`config.mk`:
```
export PLATFORM = sky130hd
export DESIGN_NAME = pad_direction_mux_gpio
export DESIGN_NICKNAME = d
export VERILOG_FILES = /design/src/hdl/pad_mux_pkg.sv /design/src/hdl/pad_direction_mux_gpio.sv
export SDC_FILE = /design/constraint.sdc
export NUM_CORES = 2
export LEC_CHECK = 0
export ABC_CLOCK_PERIOD_IN_PS = 2820
export BUFFER_PORTS_ARGS = -buffer_cell sky130_fd_sc_hd__buf_2
export CAP_MARGIN = 20
export CORE_AREA = 2 2 374 376
export CTS_BUF_LIST = sky130_fd_sc_hd__clkbuf_8
export DETAILED_ROUTE_END_ITERATION = 6
export DIE_AREA = 0 0 376 378
export SYNTH_ARGS = -nofsm -noshare
export SYNTH_HDL_FRONTEND = slang
export SYNTH_SLANG_ARGS = --single-unit
```
`constraint.sdc`:
```
create_clock -name CORE_CLK -period 2.82 [get_ports CORE_CLK]
set_input_delay 0.282 -clock CORE_CLK [delete_from_list [all_inputs] [get_ports CORE_CLK]]
set_output_delay 0.282 -clock CORE_CLK [all_outputs]
set_load 0.02 [all_outputs]
```
`src/hdl/pad_mux_pkg.sv`:
```
// constants for the pad direction multiplexer and gpio block
package pad_mux_pkg;

  // register byte offsets
  localparam logic [11:0] VARIANT_CTRL_OFS      = 12'h000;
  localparam logic [11:0] PORT_INPUT_DATA_OFS   = 12'h004;
  localparam logic [11:0] PORT_OUTPUT_DATA_OFS  = 12'h008;
  localparam logic [11:0] PORT_SET_OUT_OFS      = 12'h00C;
  localparam logic [11:0] PORT_CLEAR_OUT_OFS    = 12'h010;
  localparam logic [11:0] PORT_TOGGLE_OUT_OFS   = 12'h014;
  localparam logic [11:0] GPIO_DATA_WORD_OFS    = 12'h018;
  localparam logic [11:0] GPIO_DIRECTION_OFS    = 12'h01C;
  localparam logic [11:0] PAD_SAMPLE_WORD_OFS   = 12'h020;
  localparam logic [11:0] PAD_CONFIG_BASE_OFS   = 12'h100;

  // pad_config_word fields
  localparam int INPUT_PATH_ENABLE_BIT  = 0;
  localparam int OUTPUT_PATH_ENABLE_BIT = 1;
  localparam int OPEN_DRAIN_ENABLE_BIT  = 10;
  localparam int INPUT_ON_OVERRIDE_BIT  = 30;
  localparam int ALT_FUNCTION_LSB       = 20;
  localparam int ALT_FUNCTION_MSB       = 22;
  localparam int ALT_FUNCTION_COUNT     = 8;

  // drive strength 001 and pull strength 10, every other field zero
  localparam logic [31:0] PAD_CONFIG_RESET = 32'h0000_0060;
  // writable: override, function select, bits 13..0
  localparam logic [31:0] PAD_CONFIG_WMASK = 32'h4070_3FFF;

  localparam logic [2:0] GPIO_FUNCTION    = 3'h0;
  localparam logic [2:0] TWO_WIRE_FUNCTION = 3'h1;

  typedef enum logic { VARIANT_EXPLICIT, VARIANT_FUNCTION } variant_t;

  // ahb-lite encodings
  localparam logic [1:0] HTRANS_NONSEQ = 2'h2;
  localparam logic [1:0] HRESP_OKAY    = 2'h0;

endpackage

```
`src/hdl/pad_direction_mux_gpio.sv`:
```
// pad configuration, per-pin direction multiplexer and gpio data path
// Summary of operation
// - one 32-bit pad config word per pin
// - explicit variant: path enables set by software
// - input-only, output-only or bidirectional per pin
// - input enabled pins captured into port input
// - output enabled pins driven from port output
// - pin level readable while driven as output
// - set, clear, toggle registers modify output bits
// - gpio registers hold one bit per pin
// - direction word drives the path enables
// - direction 0: pin captured into gpio data
// - direction 1: pin driven from gpio data
// - output pins read back stored data value
// - override forces input path on
// - read-only pad sample register of pin levels
// - two-wire function enables output path automatically
// - combinational multiplexing cell per pin
//
// Added by the designer: the AHB-Lite register port and the address map.
`timescale 1ns/10ps

module pad_direction_mux_gpio
  import pad_mux_pkg::*;
#(
  parameter int NUM_PINS = 32
) (
  // clock and reset
  input  wire logic                                   CORE_CLK,
  input  wire logic                                   RST_N,
  // ahb-lite slave
  input  wire logic                                   HSEL,
  input  wire logic [11:0]                            HADDR,
  input  wire logic [1:0]                             HTRANS,
  input  wire logic                                   HWRITE,
  input  wire logic [2:0]                             HSIZE,
  input  wire logic                                   HREADY,
  input  wire logic [31:0]                            HWDATA,
  output logic      [31:0]                            HRDATA,
  output logic                                        HREADYOUT,
  output logic      [1:0]                             HRESP,
  // pads
  input  wire logic [NUM_PINS-1:0]                    PAD_IN,
  output logic      [NUM_PINS-1:0]                    PAD_OUT,
  output logic      [NUM_PINS-1:0]                    PAD_OE,
  // alternate-function peripherals, ALT_FUNCTION_COUNT slots per pin
  input  wire logic [NUM_PINS*ALT_FUNCTION_COUNT-1:0] ALT_DO,
  input  wire logic [NUM_PINS*ALT_FUNCTION_COUNT-1:0] ALT_DIR,
  output logic      [NUM_PINS*ALT_FUNCTION_COUNT-1:0] ALT_DI
);

  if (NUM_PINS < 1 || NUM_PINS > 32) begin : g_bad_pins
    $error("NUM_PINS must be 1 to 32");
  end

  variant_t            variant_r;
  logic [31:0]         pad_config_r [NUM_PINS];
  logic [NUM_PINS-1:0] port_input_data_r;
  logic [NUM_PINS-1:0] port_output_data_r;
  logic [NUM_PINS-1:0] gpio_data_word_r;
  logic [NUM_PINS-1:0] gpio_direction_word_r;
  logic [NUM_PINS-1:0] pad_sample_word_r;

  // per-pin cell results
  logic [NUM_PINS-1:0] path_oe;
  logic [NUM_PINS-1:0] path_ie;
  logic [NUM_PINS-1:0] drive_val;
  logic [NUM_PINS-1:0] pin_oe_nxt;
  logic [NUM_PINS-1:0] pin_out_nxt;
  logic [2:0]          alt_sel [NUM_PINS];

  // bus state
  logic                wr_pend_r;
  logic                rd_pend_r;
  logic [11:0]         addr_r;
  logic                take;
  logic [31:0]         rdata_nxt;
  logic                wr_en;

  assign take  = HSEL && HTRANS == HTRANS_NONSEQ && HREADY;
  assign wr_en = wr_pend_r;

  // combinational multiplexing cell, one per pin
  for (genvar i = 0; i < NUM_PINS; i++) begin : g_cell
    logic [2:0] sel;
    logic       open_drain_enable;
    logic       input_on_override;
    logic       per_do;
    logic       per_dir;
    assign sel     = pad_config_r[i][ALT_FUNCTION_MSB:ALT_FUNCTION_LSB];
    assign alt_sel[i] = sel;
    assign open_drain_enable     = pad_config_r[i][OPEN_DRAIN_ENABLE_BIT];
    assign input_on_override    = pad_config_r[i][INPUT_ON_OVERRIDE_BIT];
    assign per_do  = ALT_DO[i*ALT_FUNCTION_COUNT + int'(sel)];
    assign per_dir = ALT_DIR[i*ALT_FUNCTION_COUNT + int'(sel)];

    always_comb begin
      if (variant_r == VARIANT_EXPLICIT) begin
        // no automatic override of software direction
        path_oe[i] = pad_config_r[i][OUTPUT_PATH_ENABLE_BIT];
        path_ie[i] = pad_config_r[i][INPUT_PATH_ENABLE_BIT] | input_on_override;
        drive_val[i] = (sel == GPIO_FUNCTION) ? port_output_data_r[i] : per_do;
      end else if (sel == GPIO_FUNCTION) begin
        path_oe[i]   = gpio_direction_word_r[i];
        path_ie[i]   = ~gpio_direction_word_r[i] | input_on_override;
        drive_val[i] = gpio_data_word_r[i];
      end else begin
        // two-wire pins read back only through the override
        path_oe[i]   = per_dir | (sel == TWO_WIRE_FUNCTION);
        path_ie[i]   = (~per_dir & (sel != TWO_WIRE_FUNCTION)) | input_on_override;
        drive_val[i] = per_do;
      end
      // open drain drives only the low level
      pin_oe_nxt[i]  = path_oe[i] & (~open_drain_enable | ~drive_val[i]);
      pin_out_nxt[i] = drive_val[i] & ~open_drain_enable;
    end

    for (genvar k = 0; k < ALT_FUNCTION_COUNT; k++) begin : g_alt
      always_ff @(posedge CORE_CLK) begin
        if (!RST_N) begin
          ALT_DI[i*ALT_FUNCTION_COUNT + k] <= 1'b0;
        end else begin
          ALT_DI[i*ALT_FUNCTION_COUNT + k] <= (int'(sel) == k) & path_ie[i] & PAD_IN[i];
        end
      end
    end
  end

  // pad drivers, registered so the pins never glitch on config writes
  always_ff @(posedge CORE_CLK) begin
    if (!RST_N) begin
      PAD_OE  <= '0;
      PAD_OUT <= '0;
    end else begin
      PAD_OE  <= pin_oe_nxt;
      PAD_OUT <= pin_out_nxt;
    end
  end

  // input capture: pin level kept even while driven
  always_ff @(posedge CORE_CLK) begin
    if (!RST_N) begin
      port_input_data_r <= '0;
      pad_sample_word_r <= '0;
    end else begin
      port_input_data_r <= PAD_IN & path_ie;
      pad_sample_word_r <= PAD_IN & path_ie;
    end
  end

  // bus address phase capture; reads take one wait state
  always_ff @(posedge CORE_CLK) begin
    if (!RST_N) begin
      wr_pend_r <= 1'b0;
      rd_pend_r <= 1'b0;
      addr_r    <= '0;
      HREADYOUT <= 1'b1;
      HRESP     <= HRESP_OKAY;
    end else begin
      wr_pend_r <= take && HWRITE;
      rd_pend_r <= take && !HWRITE;
      HREADYOUT <= !(take && !HWRITE);
      HRESP     <= HRESP_OKAY;
      if (take) begin
        addr_r <= {HADDR[11:2], 2'b00};
      end
    end
  end

  // read mux; unmapped offsets read zero
  always_comb begin
    rdata_nxt = 32'h0000_0000;
    unique case (addr_r)
      VARIANT_CTRL_OFS:     rdata_nxt[0] = variant_r;
      PORT_INPUT_DATA_OFS:  rdata_nxt[NUM_PINS-1:0] = port_input_data_r;
      PORT_OUTPUT_DATA_OFS: rdata_nxt[NUM_PINS-1:0] = port_output_data_r;
      GPIO_DATA_WORD_OFS:   rdata_nxt[NUM_PINS-1:0] = gpio_data_word_r;
      GPIO_DIRECTION_OFS:   rdata_nxt[NUM_PINS-1:0] = gpio_direction_word_r;
      PAD_SAMPLE_WORD_OFS:  rdata_nxt[NUM_PINS-1:0] = pad_sample_word_r;
      default: begin
        for (int p = 0; p < NUM_PINS; p++) begin
          if (addr_r == PAD_CONFIG_BASE_OFS + 12'(p * 4)) begin
            // path enable bits show the effective direction
            rdata_nxt = {pad_config_r[p][31:2], path_oe[p], path_ie[p]};
          end
        end
      end
    endcase
  end

  always_ff @(posedge CORE_CLK) begin
    if (!RST_N) begin
      HRDATA <= '0;
    end else if (rd_pend_r) begin
      HRDATA <= rdata_nxt;
    end
  end

  always_ff @(posedge CORE_CLK) begin
    if (!RST_N) begin
      variant_r <= VARIANT_EXPLICIT;
    end else if (wr_en && addr_r == VARIANT_CTRL_OFS) begin
      variant_r <= variant_t'(HWDATA[0]);
    end
  end

  // pad config words
  always_ff @(posedge CORE_CLK) begin
    if (!RST_N) begin
      for (int p = 0; p < NUM_PINS; p++) begin
        pad_config_r[p] <= PAD_CONFIG_RESET;
      end
    end else if (wr_en) begin
      for (int p = 0; p < NUM_PINS; p++) begin
        if (addr_r == PAD_CONFIG_BASE_OFS + 12'(p * 4)) begin
          pad_config_r[p] <= HWDATA & PAD_CONFIG_WMASK;
        end
      end
    end
  end

  // port output data with set, clear, toggle side effects
  always_ff @(posedge CORE_CLK) begin
    if (!RST_N) begin
      port_output_data_r <= '0;
    end else if (wr_en) begin
      unique case (addr_r)
        PORT_OUTPUT_DATA_OFS: port_output_data_r <= HWDATA[NUM_PINS-1:0];
        PORT_SET_OUT_OFS:     port_output_data_r <= port_output_data_r | HWDATA[NUM_PINS-1:0];
        PORT_CLEAR_OUT_OFS:   port_output_data_r <= port_output_data_r & ~HWDATA[NUM_PINS-1:0];
        PORT_TOGGLE_OUT_OFS:  port_output_data_r <= port_output_data_r ^ HWDATA[NUM_PINS-1:0];
        default:              port_output_data_r <= port_output_data_r;
      endcase
    end
  end

  // gpio direction word, one bit per pin
  always_ff @(posedge CORE_CLK) begin
    if (!RST_N) begin
      gpio_direction_word_r <= '0;
    end else if (wr_en && addr_r == GPIO_DIRECTION_OFS) begin
      gpio_direction_word_r <= HWDATA[NUM_PINS-1:0];
    end
  end

  // input bits follow the pin, output bits keep the written value
  always_ff @(posedge CORE_CLK) begin
    if (!RST_N) begin
      gpio_data_word_r <= '0;
    end else begin
      for (int p = 0; p < NUM_PINS; p++) begin
        if (!gpio_direction_word_r[p]) begin
          gpio_data_word_r[p] <= PAD_IN[p];
        end else if (wr_en && addr_r == GPIO_DATA_WORD_OFS) begin
          gpio_data_word_r[p] <= HWDATA[p];
        end
      end
    end
  end

  // checks on pin 0; the set, toggle and sample_ro_a checks cover every pin
  cfg_reset_a: assert property (@(posedge CORE_CLK)
    !RST_N |=> pad_config_r[0] == PAD_CONFIG_RESET && !PAD_OE[0])
    else $error("pad config not at reset value");

  explicit_dir_a: assert property (@(posedge CORE_CLK) disable iff (!RST_N)
    variant_r == VARIANT_EXPLICIT |->
      path_oe[0] == pad_config_r[0][OUTPUT_PATH_ENABLE_BIT] &&
      path_ie[0] == (pad_config_r[0][INPUT_PATH_ENABLE_BIT] |
                     pad_config_r[0][INPUT_ON_OVERRIDE_BIT]))
    else $error("explicit direction overridden");

  out_drive_a: assert property (@(posedge CORE_CLK) disable iff (!RST_N)
    variant_r == VARIANT_EXPLICIT && alt_sel[0] == GPIO_FUNCTION && path_oe[0] &&
    !pad_config_r[0][OPEN_DRAIN_ENABLE_BIT]
      |=> PAD_OE[0] && PAD_OUT[0] == $past(port_output_data_r[0]))
    else $error("pin not driven from port output");

  input_cap_a: assert property (@(posedge CORE_CLK) disable iff (!RST_N)
    path_ie[0] |=> port_input_data_r[0] == $past(PAD_IN[0]))
    else $error("pin level not captured");

  set_out_a: assert property (@(posedge CORE_CLK) disable iff (!RST_N)
    wr_en && addr_r == PORT_SET_OUT_OFS
      |=> port_output_data_r == ($past(port_output_data_r) | $past(HWDATA[NUM_PINS-1:0])))
    else $error("set register wrong");

  toggle_out_a: assert property (@(posedge CORE_CLK) disable iff (!RST_N)
    wr_en && addr_r == PORT_TOGGLE_OUT_OFS
      |=> port_output_data_r == ($past(port_output_data_r) ^ $past(HWDATA[NUM_PINS-1:0])))
    else $error("toggle register wrong");

  dir_in_a: assert property (@(posedge CORE_CLK) disable iff (!RST_N)
    !gpio_direction_word_r[0] |=> gpio_data_word_r[0] == $past(PAD_IN[0]))
    else $error("input pin not captured into gpio data");

  dir_out_a: assert property (@(posedge CORE_CLK) disable iff (!RST_N)
    variant_r == VARIANT_FUNCTION && alt_sel[0] == GPIO_FUNCTION &&
    gpio_direction_word_r[0] && !pad_config_r[0][OPEN_DRAIN_ENABLE_BIT]
      |=> PAD_OE[0] && PAD_OUT[0] == $past(gpio_data_word_r[0]))
    else $error("output pin not driven from gpio data");

  override_a: assert property (@(posedge CORE_CLK) disable iff (!RST_N)
    pad_config_r[0][INPUT_ON_OVERRIDE_BIT] ##1 pad_config_r[0][INPUT_ON_OVERRIDE_BIT]
      |-> pad_sample_word_r[0] == $past(PAD_IN[0]))
    else $error("override did not sample pin");

  two_wire_a: assert property (@(posedge CORE_CLK) disable iff (!RST_N)
    variant_r == VARIANT_FUNCTION && alt_sel[0] == TWO_WIRE_FUNCTION |-> path_oe[0])
    else $error("two-wire function output path off");

  sample_ro_a: assert property (@(posedge CORE_CLK) disable iff (!RST_N)
    wr_en && addr_r == PAD_SAMPLE_WORD_OFS |=> pad_sample_word_r == $past(PAD_IN & path_ie))
    else $error("pad sample register written");

  bidir_c: cover property (@(posedge CORE_CLK) disable iff (!RST_N)
    path_oe[0] && path_ie[0] ##1 PAD_OE[0]);
  func_out_c: cover property (@(posedge CORE_CLK) disable iff (!RST_N)
    variant_r == VARIANT_FUNCTION && gpio_direction_word_r[0] ##1 PAD_OE[0]);
  read_c: cover property (@(posedge CORE_CLK) disable iff (!RST_N)
    rd_pend_r ##1 HREADYOUT);

endmodule

```
* Word-level counts from Yosys, hierarchy flattened
Memory sizes are Yosys's and may differ from the RTL's.
Cells that the tools add are included.
W data, S select, Z words.
** Cells by class
- Add/sub/neg operators :: 31
- Eq/ne operators :: 361
- Mux-type cells :: 674
- $lt $le $gt $ge :: 32
- Reduce and logical (&&, ||, !) cells :: 77
- Bitwise logic cells :: 933
** Operators by type and width (count)
- $mux W32 :: 32
- $and A1 B1 Y1 :: 608
- $mux W18 :: 32
- $mux W1 :: 543
- $bmux W1 S8 :: 62
- $eq A3 B3 Y1 const B :: 128
- $eq A10 B7 Y1 const B :: 32
- $eq A3 B1 Y1 const B :: 64
- $eq A3 B2 Y1 const B :: 64
- $logic_not A3 Y1 :: 64
- $or A1 B1 Y1 :: 192
- $pmux W31 S5 :: 1
- $add A8 B3 Y9 const A :: 16
- $lt A9 B9 Y1 const B :: 16
- $not A1 Y1 :: 128
- $pmux W32 S4 :: 1
- $ne A3 B1 Y1 const B :: 32
- $lt A8 B9 Y1 const B :: 8
- $add A7 B3 Y8 const A :: 8
- $and A32 B32 Y32 :: 2
- $ne A2 B1 Y1 const B :: 32
- $eq A10 B3 Y1 const B :: 4
- $lt A7 B9 Y1 const B :: 4
- $not A32 Y32 :: 1
- other kinds (20) :: 34
** Storage, ports and cells
- Flip-flop bits (word level) :: 494
- Memories kept :: 1
- Bits in writable memories :: 576
** Memories
- pad_config_r :: depth 32, width 18, read ports 32, clocked after memory_dff 0, wr ports 32, line pad_direction_mux_gpio.sv:57 : logic [31:0] pad_config_r [NUM_PINS];

* Depth between registers and ports, before layout
An unclocked memory read counts as a cell.
- Depth in word-level cells :: 42
- Depth in mapped cells :: 14
- Gate-level depth less buffers :: 8

* Least setup slack after synthesis
OpenSTA, ideal clock, no wires.
- Path type :: reg2reg
- Start point :: register addr_r[9]
- End point :: memory pad_config_r[0][18] in the netlist's numbering (enable)
- Arrival time :: 2.607 ns
- Path slack :: -0.162 ns
- Period minus slack after synthesis :: 2.982 ns
- Setup time :: 0.375 ns
- Stages on the path, launching flop included :: 9
- Cells stage by stage :: dfxtp_1 nor4b_2 clkbuf_1 and3_1 clkbuf_1 clkbuf_1 nand2_1 clkbuf_1 nand2_1
** RTL lines
- start, declared :: line pad_direction_mux_gpio.sv:75 : logic [11:0] addr_r;
- start signal, assigned :: line pad_direction_mux_gpio.sv:165 : addr_r <= {HADDR[11:2], 2'b00};
- end, declared :: line pad_direction_mux_gpio.sv:57

* Worst setup path in the final report
- Start point :: register variant_r
- End point :: register ALT_DI[192]
** On the way
- Longest elaborated chain between the ends :: 3
** Ends and longest elaborated chain
- start, declared :: line pad_direction_mux_gpio.sv:56 : variant_t variant_r;
- start signal, assigned :: line pad_direction_mux_gpio.sv:203 : variant_r <= variant_t'(HWDATA[0]);
- $mux W1 :: line pad_direction_mux_gpio.sv:98 : if (variant_r == VARIANT_EXPLICIT) begin
- $and A1 B1 Y1 (2 in a row) :: line pad_direction_mux_gpio.sv:123 : ALT_DI[i*ALT_FUNCTION_COUNT + k] <= (int'(sel) == k) & path_ie[i] & PAD_IN[i];
- end signal, assigned by index :: line pad_direction_mux_gpio.sv:123
- end, declared :: line pad_direction_mux_gpio.sv:49 : output logic [NUM_PINS*ALT_FUNCTION_COUNT-1:0] ALT_DI
No other way between the ends.
A chain may end at the register's enable or synchronous reset.

==> metrics.csv <==
metric;value;unit
status;complete, but fails checks;
violations;setup timing;
cts.path.max_buffers;3;
power_leakage;0.02676;uW
dp_hpwl;192.4;mm
crit_type;reg2reg;
dpl_cell_area;58600;um^2
dieWidth;376;um
setup_violations;3;
cp_data_required_time;3.69;ns
irDropWorstVdd;474.9;uV
cp_max_fo;15;
io_buffers;849;
routed_wl;247.6;mm
drive_gt1_share;33.08;%
cts_root_buffer;clkbuf_8;
synth.largest_area_cell;edfxtp_1;
finalWeightedCongestion;1.024;
antenna_found_initial;33;
ios;953;
synth_ff_type;edfxtp_1;
routedWlPerCell;30.61;um
cts_buffers;177;
cpMostUsedCell;buf_4;
grt.total_usage;33.46;%
clk_latency;0.96;ns
cts.sinks;1070;
end_kind;flop;
die-area;142100;um^2
drc_errors;0;
avgSynthCellArea;10.52;um^2
critPathLaunchType;flop;
arrival;3.75;ns
clkTransAtPathRegs;0.06;ns
postRouteAntennaNets;0;
avgViaCountPerCell;5.769;
crit_chain;buf_12 -> buf_4 -> buf_4 -> o21ai_0 -> a211o_1 -> a21oi_1 -> nand2b_1 -> nor3_2 -> buf_4;
synth_top_area_share;36.66;%
grt_max_degree;66;
die_h;378;um
hold_violations;0;
start_util;34.07;%
cp_slowest_cell;dfxtp_4;
maxCapViolCount;0;
async_reset_ff_share;0;%
dr_total_vias;46660;
grt_overflow;0;
setup_slack;-0.05928;ns
synth_seq_area_share;57.62;%
num-nets-final;6784;
finalClockSkew;0.07225;ns
fmax;347.3;MHz
synth_cell_types;85;
grt_pass1_wl;336.7;mm
holdWs;0.06869;ns
fp-row-count;137;
fin_util;46.95;%
place_ws;-0.3387;ns
min_period;2.879;ns
slew_viol_final;0;
postSynthCellCount;4486;
num-fill-cells;13040;
p_per_area;547.0;nW/um^2
worst-slew-pin-transition;0.9564;ns
hold_path.class;in2reg;
drt_iter0_markers;6929;
cts_tree;yes;
ys_warn_count;0;
synth_seq_cells;1070;
syn_area;47180;um^2
grt_pass1_vias;44252;
rsz0062_at_grt;true;
critPathMaxStageDelay;0.50;ns
final.setup.tns;-0.1031;ns
drt_pass1_iterations;6;
coreArea;138500;um^2
syn_to_final_growth;37.81;%
cts_max_level;4;
synth.area.top_cells;edfxtp_1 (37%), dfxtp_1 (21%), nor2_1 (5.6%);
finalInstanceArea;65020;um^2
relSlewSlack;35.57;%
finalCritPeriodShare;102.1;%
synth_edf_count;576;
## kinds of logic after synthesis
family / Yosys count / share of synthesized area (%)
muxes: 197 / 5.998
adders and majority gates: 64 / 1.697
and+or+nand+nor: 1718 / 16.34
DFF: 1070 / 57.62
AOI/OAI and AO/OA: 981 / 14.49
buffers and inverters: 455 / 3.850
other: 1 / 0.007948
## registers in the layout, summed over array words and instances (netlist names)
signal,count
ALT_DI,256
HRDATA,32
HREADYOUT,1
PAD_OE,32
PAD_OUT,32
addr_r,10
gpio_data_word_r,32
gpio_direction_word_r,32
pad_config_r,576
pad_sample_word_r,32
port_output_data_r,32
rd_pend_r,1
variant_r,1
wr_en,1
## final timing paths
check        depth (start not counted)  slack (ns)                      end                            from
max                                  9       -0.06   ALT_DI[192]$_SDFF_PN0_          variant_r$_SDFFE_PN0P_
min                                  5        0.07     PAD_OE[1]$_SDFF_PN0_                     ALT_DIR[15]
max reg2reg                          9       -0.06   ALT_DI[192]$_SDFF_PN0_          variant_r$_SDFFE_PN0P_
min reg2reg                          2        0.47  HRDATA[12]$_SDFFE_PN0P_  pad_config_r[1][282]$_DFFE_PP_
## synth_stat cells, drive strengths merged (105+ instances only)
master  count
dfxtp     494
nand2     492
nand3     105
nor2      709
edfxtp    576
inv       133
a21oi     177
o21ai     192
nor3      129
buf       111
clkbuf    209
mux2i     105
## stage by stage
stage	cells	power, uW
global route	8083	36510
finish	8088	35570
global placement	7533	20700
floorplan	4487	18810
CTS	8051	35530
detailed placement	7533	20740
## metal layers
layer,GRT usage [%],vias up,share of wire (%)
li1,-,19775,-
met1,45.10,23098,39
met4,15.30,28,4.6
met3,10.41,551,13
met5,0,-,0.065
met2,48.97,3208,43
## power breakdown
part           total (uW)  internal (uW)  switching [uW]
clock network       14700           7790            6940
registers           17300          17000             383
logic                3500           1400            2090
## worst max-delay path, delay by kind of cell, from the launching register on
kind,cells,cell delay (ns)
buf+inv,4,0.78
compound gates,3,0.87
simple gates,2,0.63
flops,1,0.50
## layout make-up
| type | count | area, um^2 | area share [%] |
|---|---|---|---|
| flip-flops and latches | 1070 | 27210 | 41.84 |
| multi-input cells | 2962 | 18740 | 28.81 |
| repair buffers | 1776 | 12480 | 19.20 |
| clock buffers | 216 | 2973 | 4.572 |
| well taps | 1807 | 2261 | 3.477 |
| clock inverters | 111 | 820.8 | 1.262 |
| inverters | 135 | 511.7 | 0.7870 |
| diodes | 11 | 27.53 | 0.04233 |
## placed cells by master (no fill, tap or decap), types with 15 or more instances in the layout
cell type	count
nor2_1	697
nor3b_1	32
clkinv_1	16
a31oi_1	28
mux4_2	66
a211oi_1	24
ha_1	64
nor2b_1	23
nand2_1	481
nor3_1	117
buf_2	848
a22oi_1	96
nand2b_1	102
clkinv_2	23
o21ai_0	177
nand3_1	105
o211ai_1	19
o21bai_1	24
dlygate4sd3_1	180
buf_4	672
o22ai_1	41
a21oi_1	172
mux2_2	26
and3_1	26
edfxtp_1	576
mux2i_1	101
clkbuf_8	216
a311oi_1	66
inv_1	180
dfxtp_1	486
buf_12	59
o221ai_1	27
a221oi_1	64
a222oi_1	15
## timing repair
action / in CTS / in global routing
gates cloned: 0 / 1
hold buffers: 180 / 0
endpoints found under the setup margin: 36 / 87
setup buffers: 11 / 25
resized for setup: 32 / 82
endpoints found under the hold margin: 496 / 0
pin swaps: 3 / 24
No activity file was read; power rests on OpenSTA's default activity.
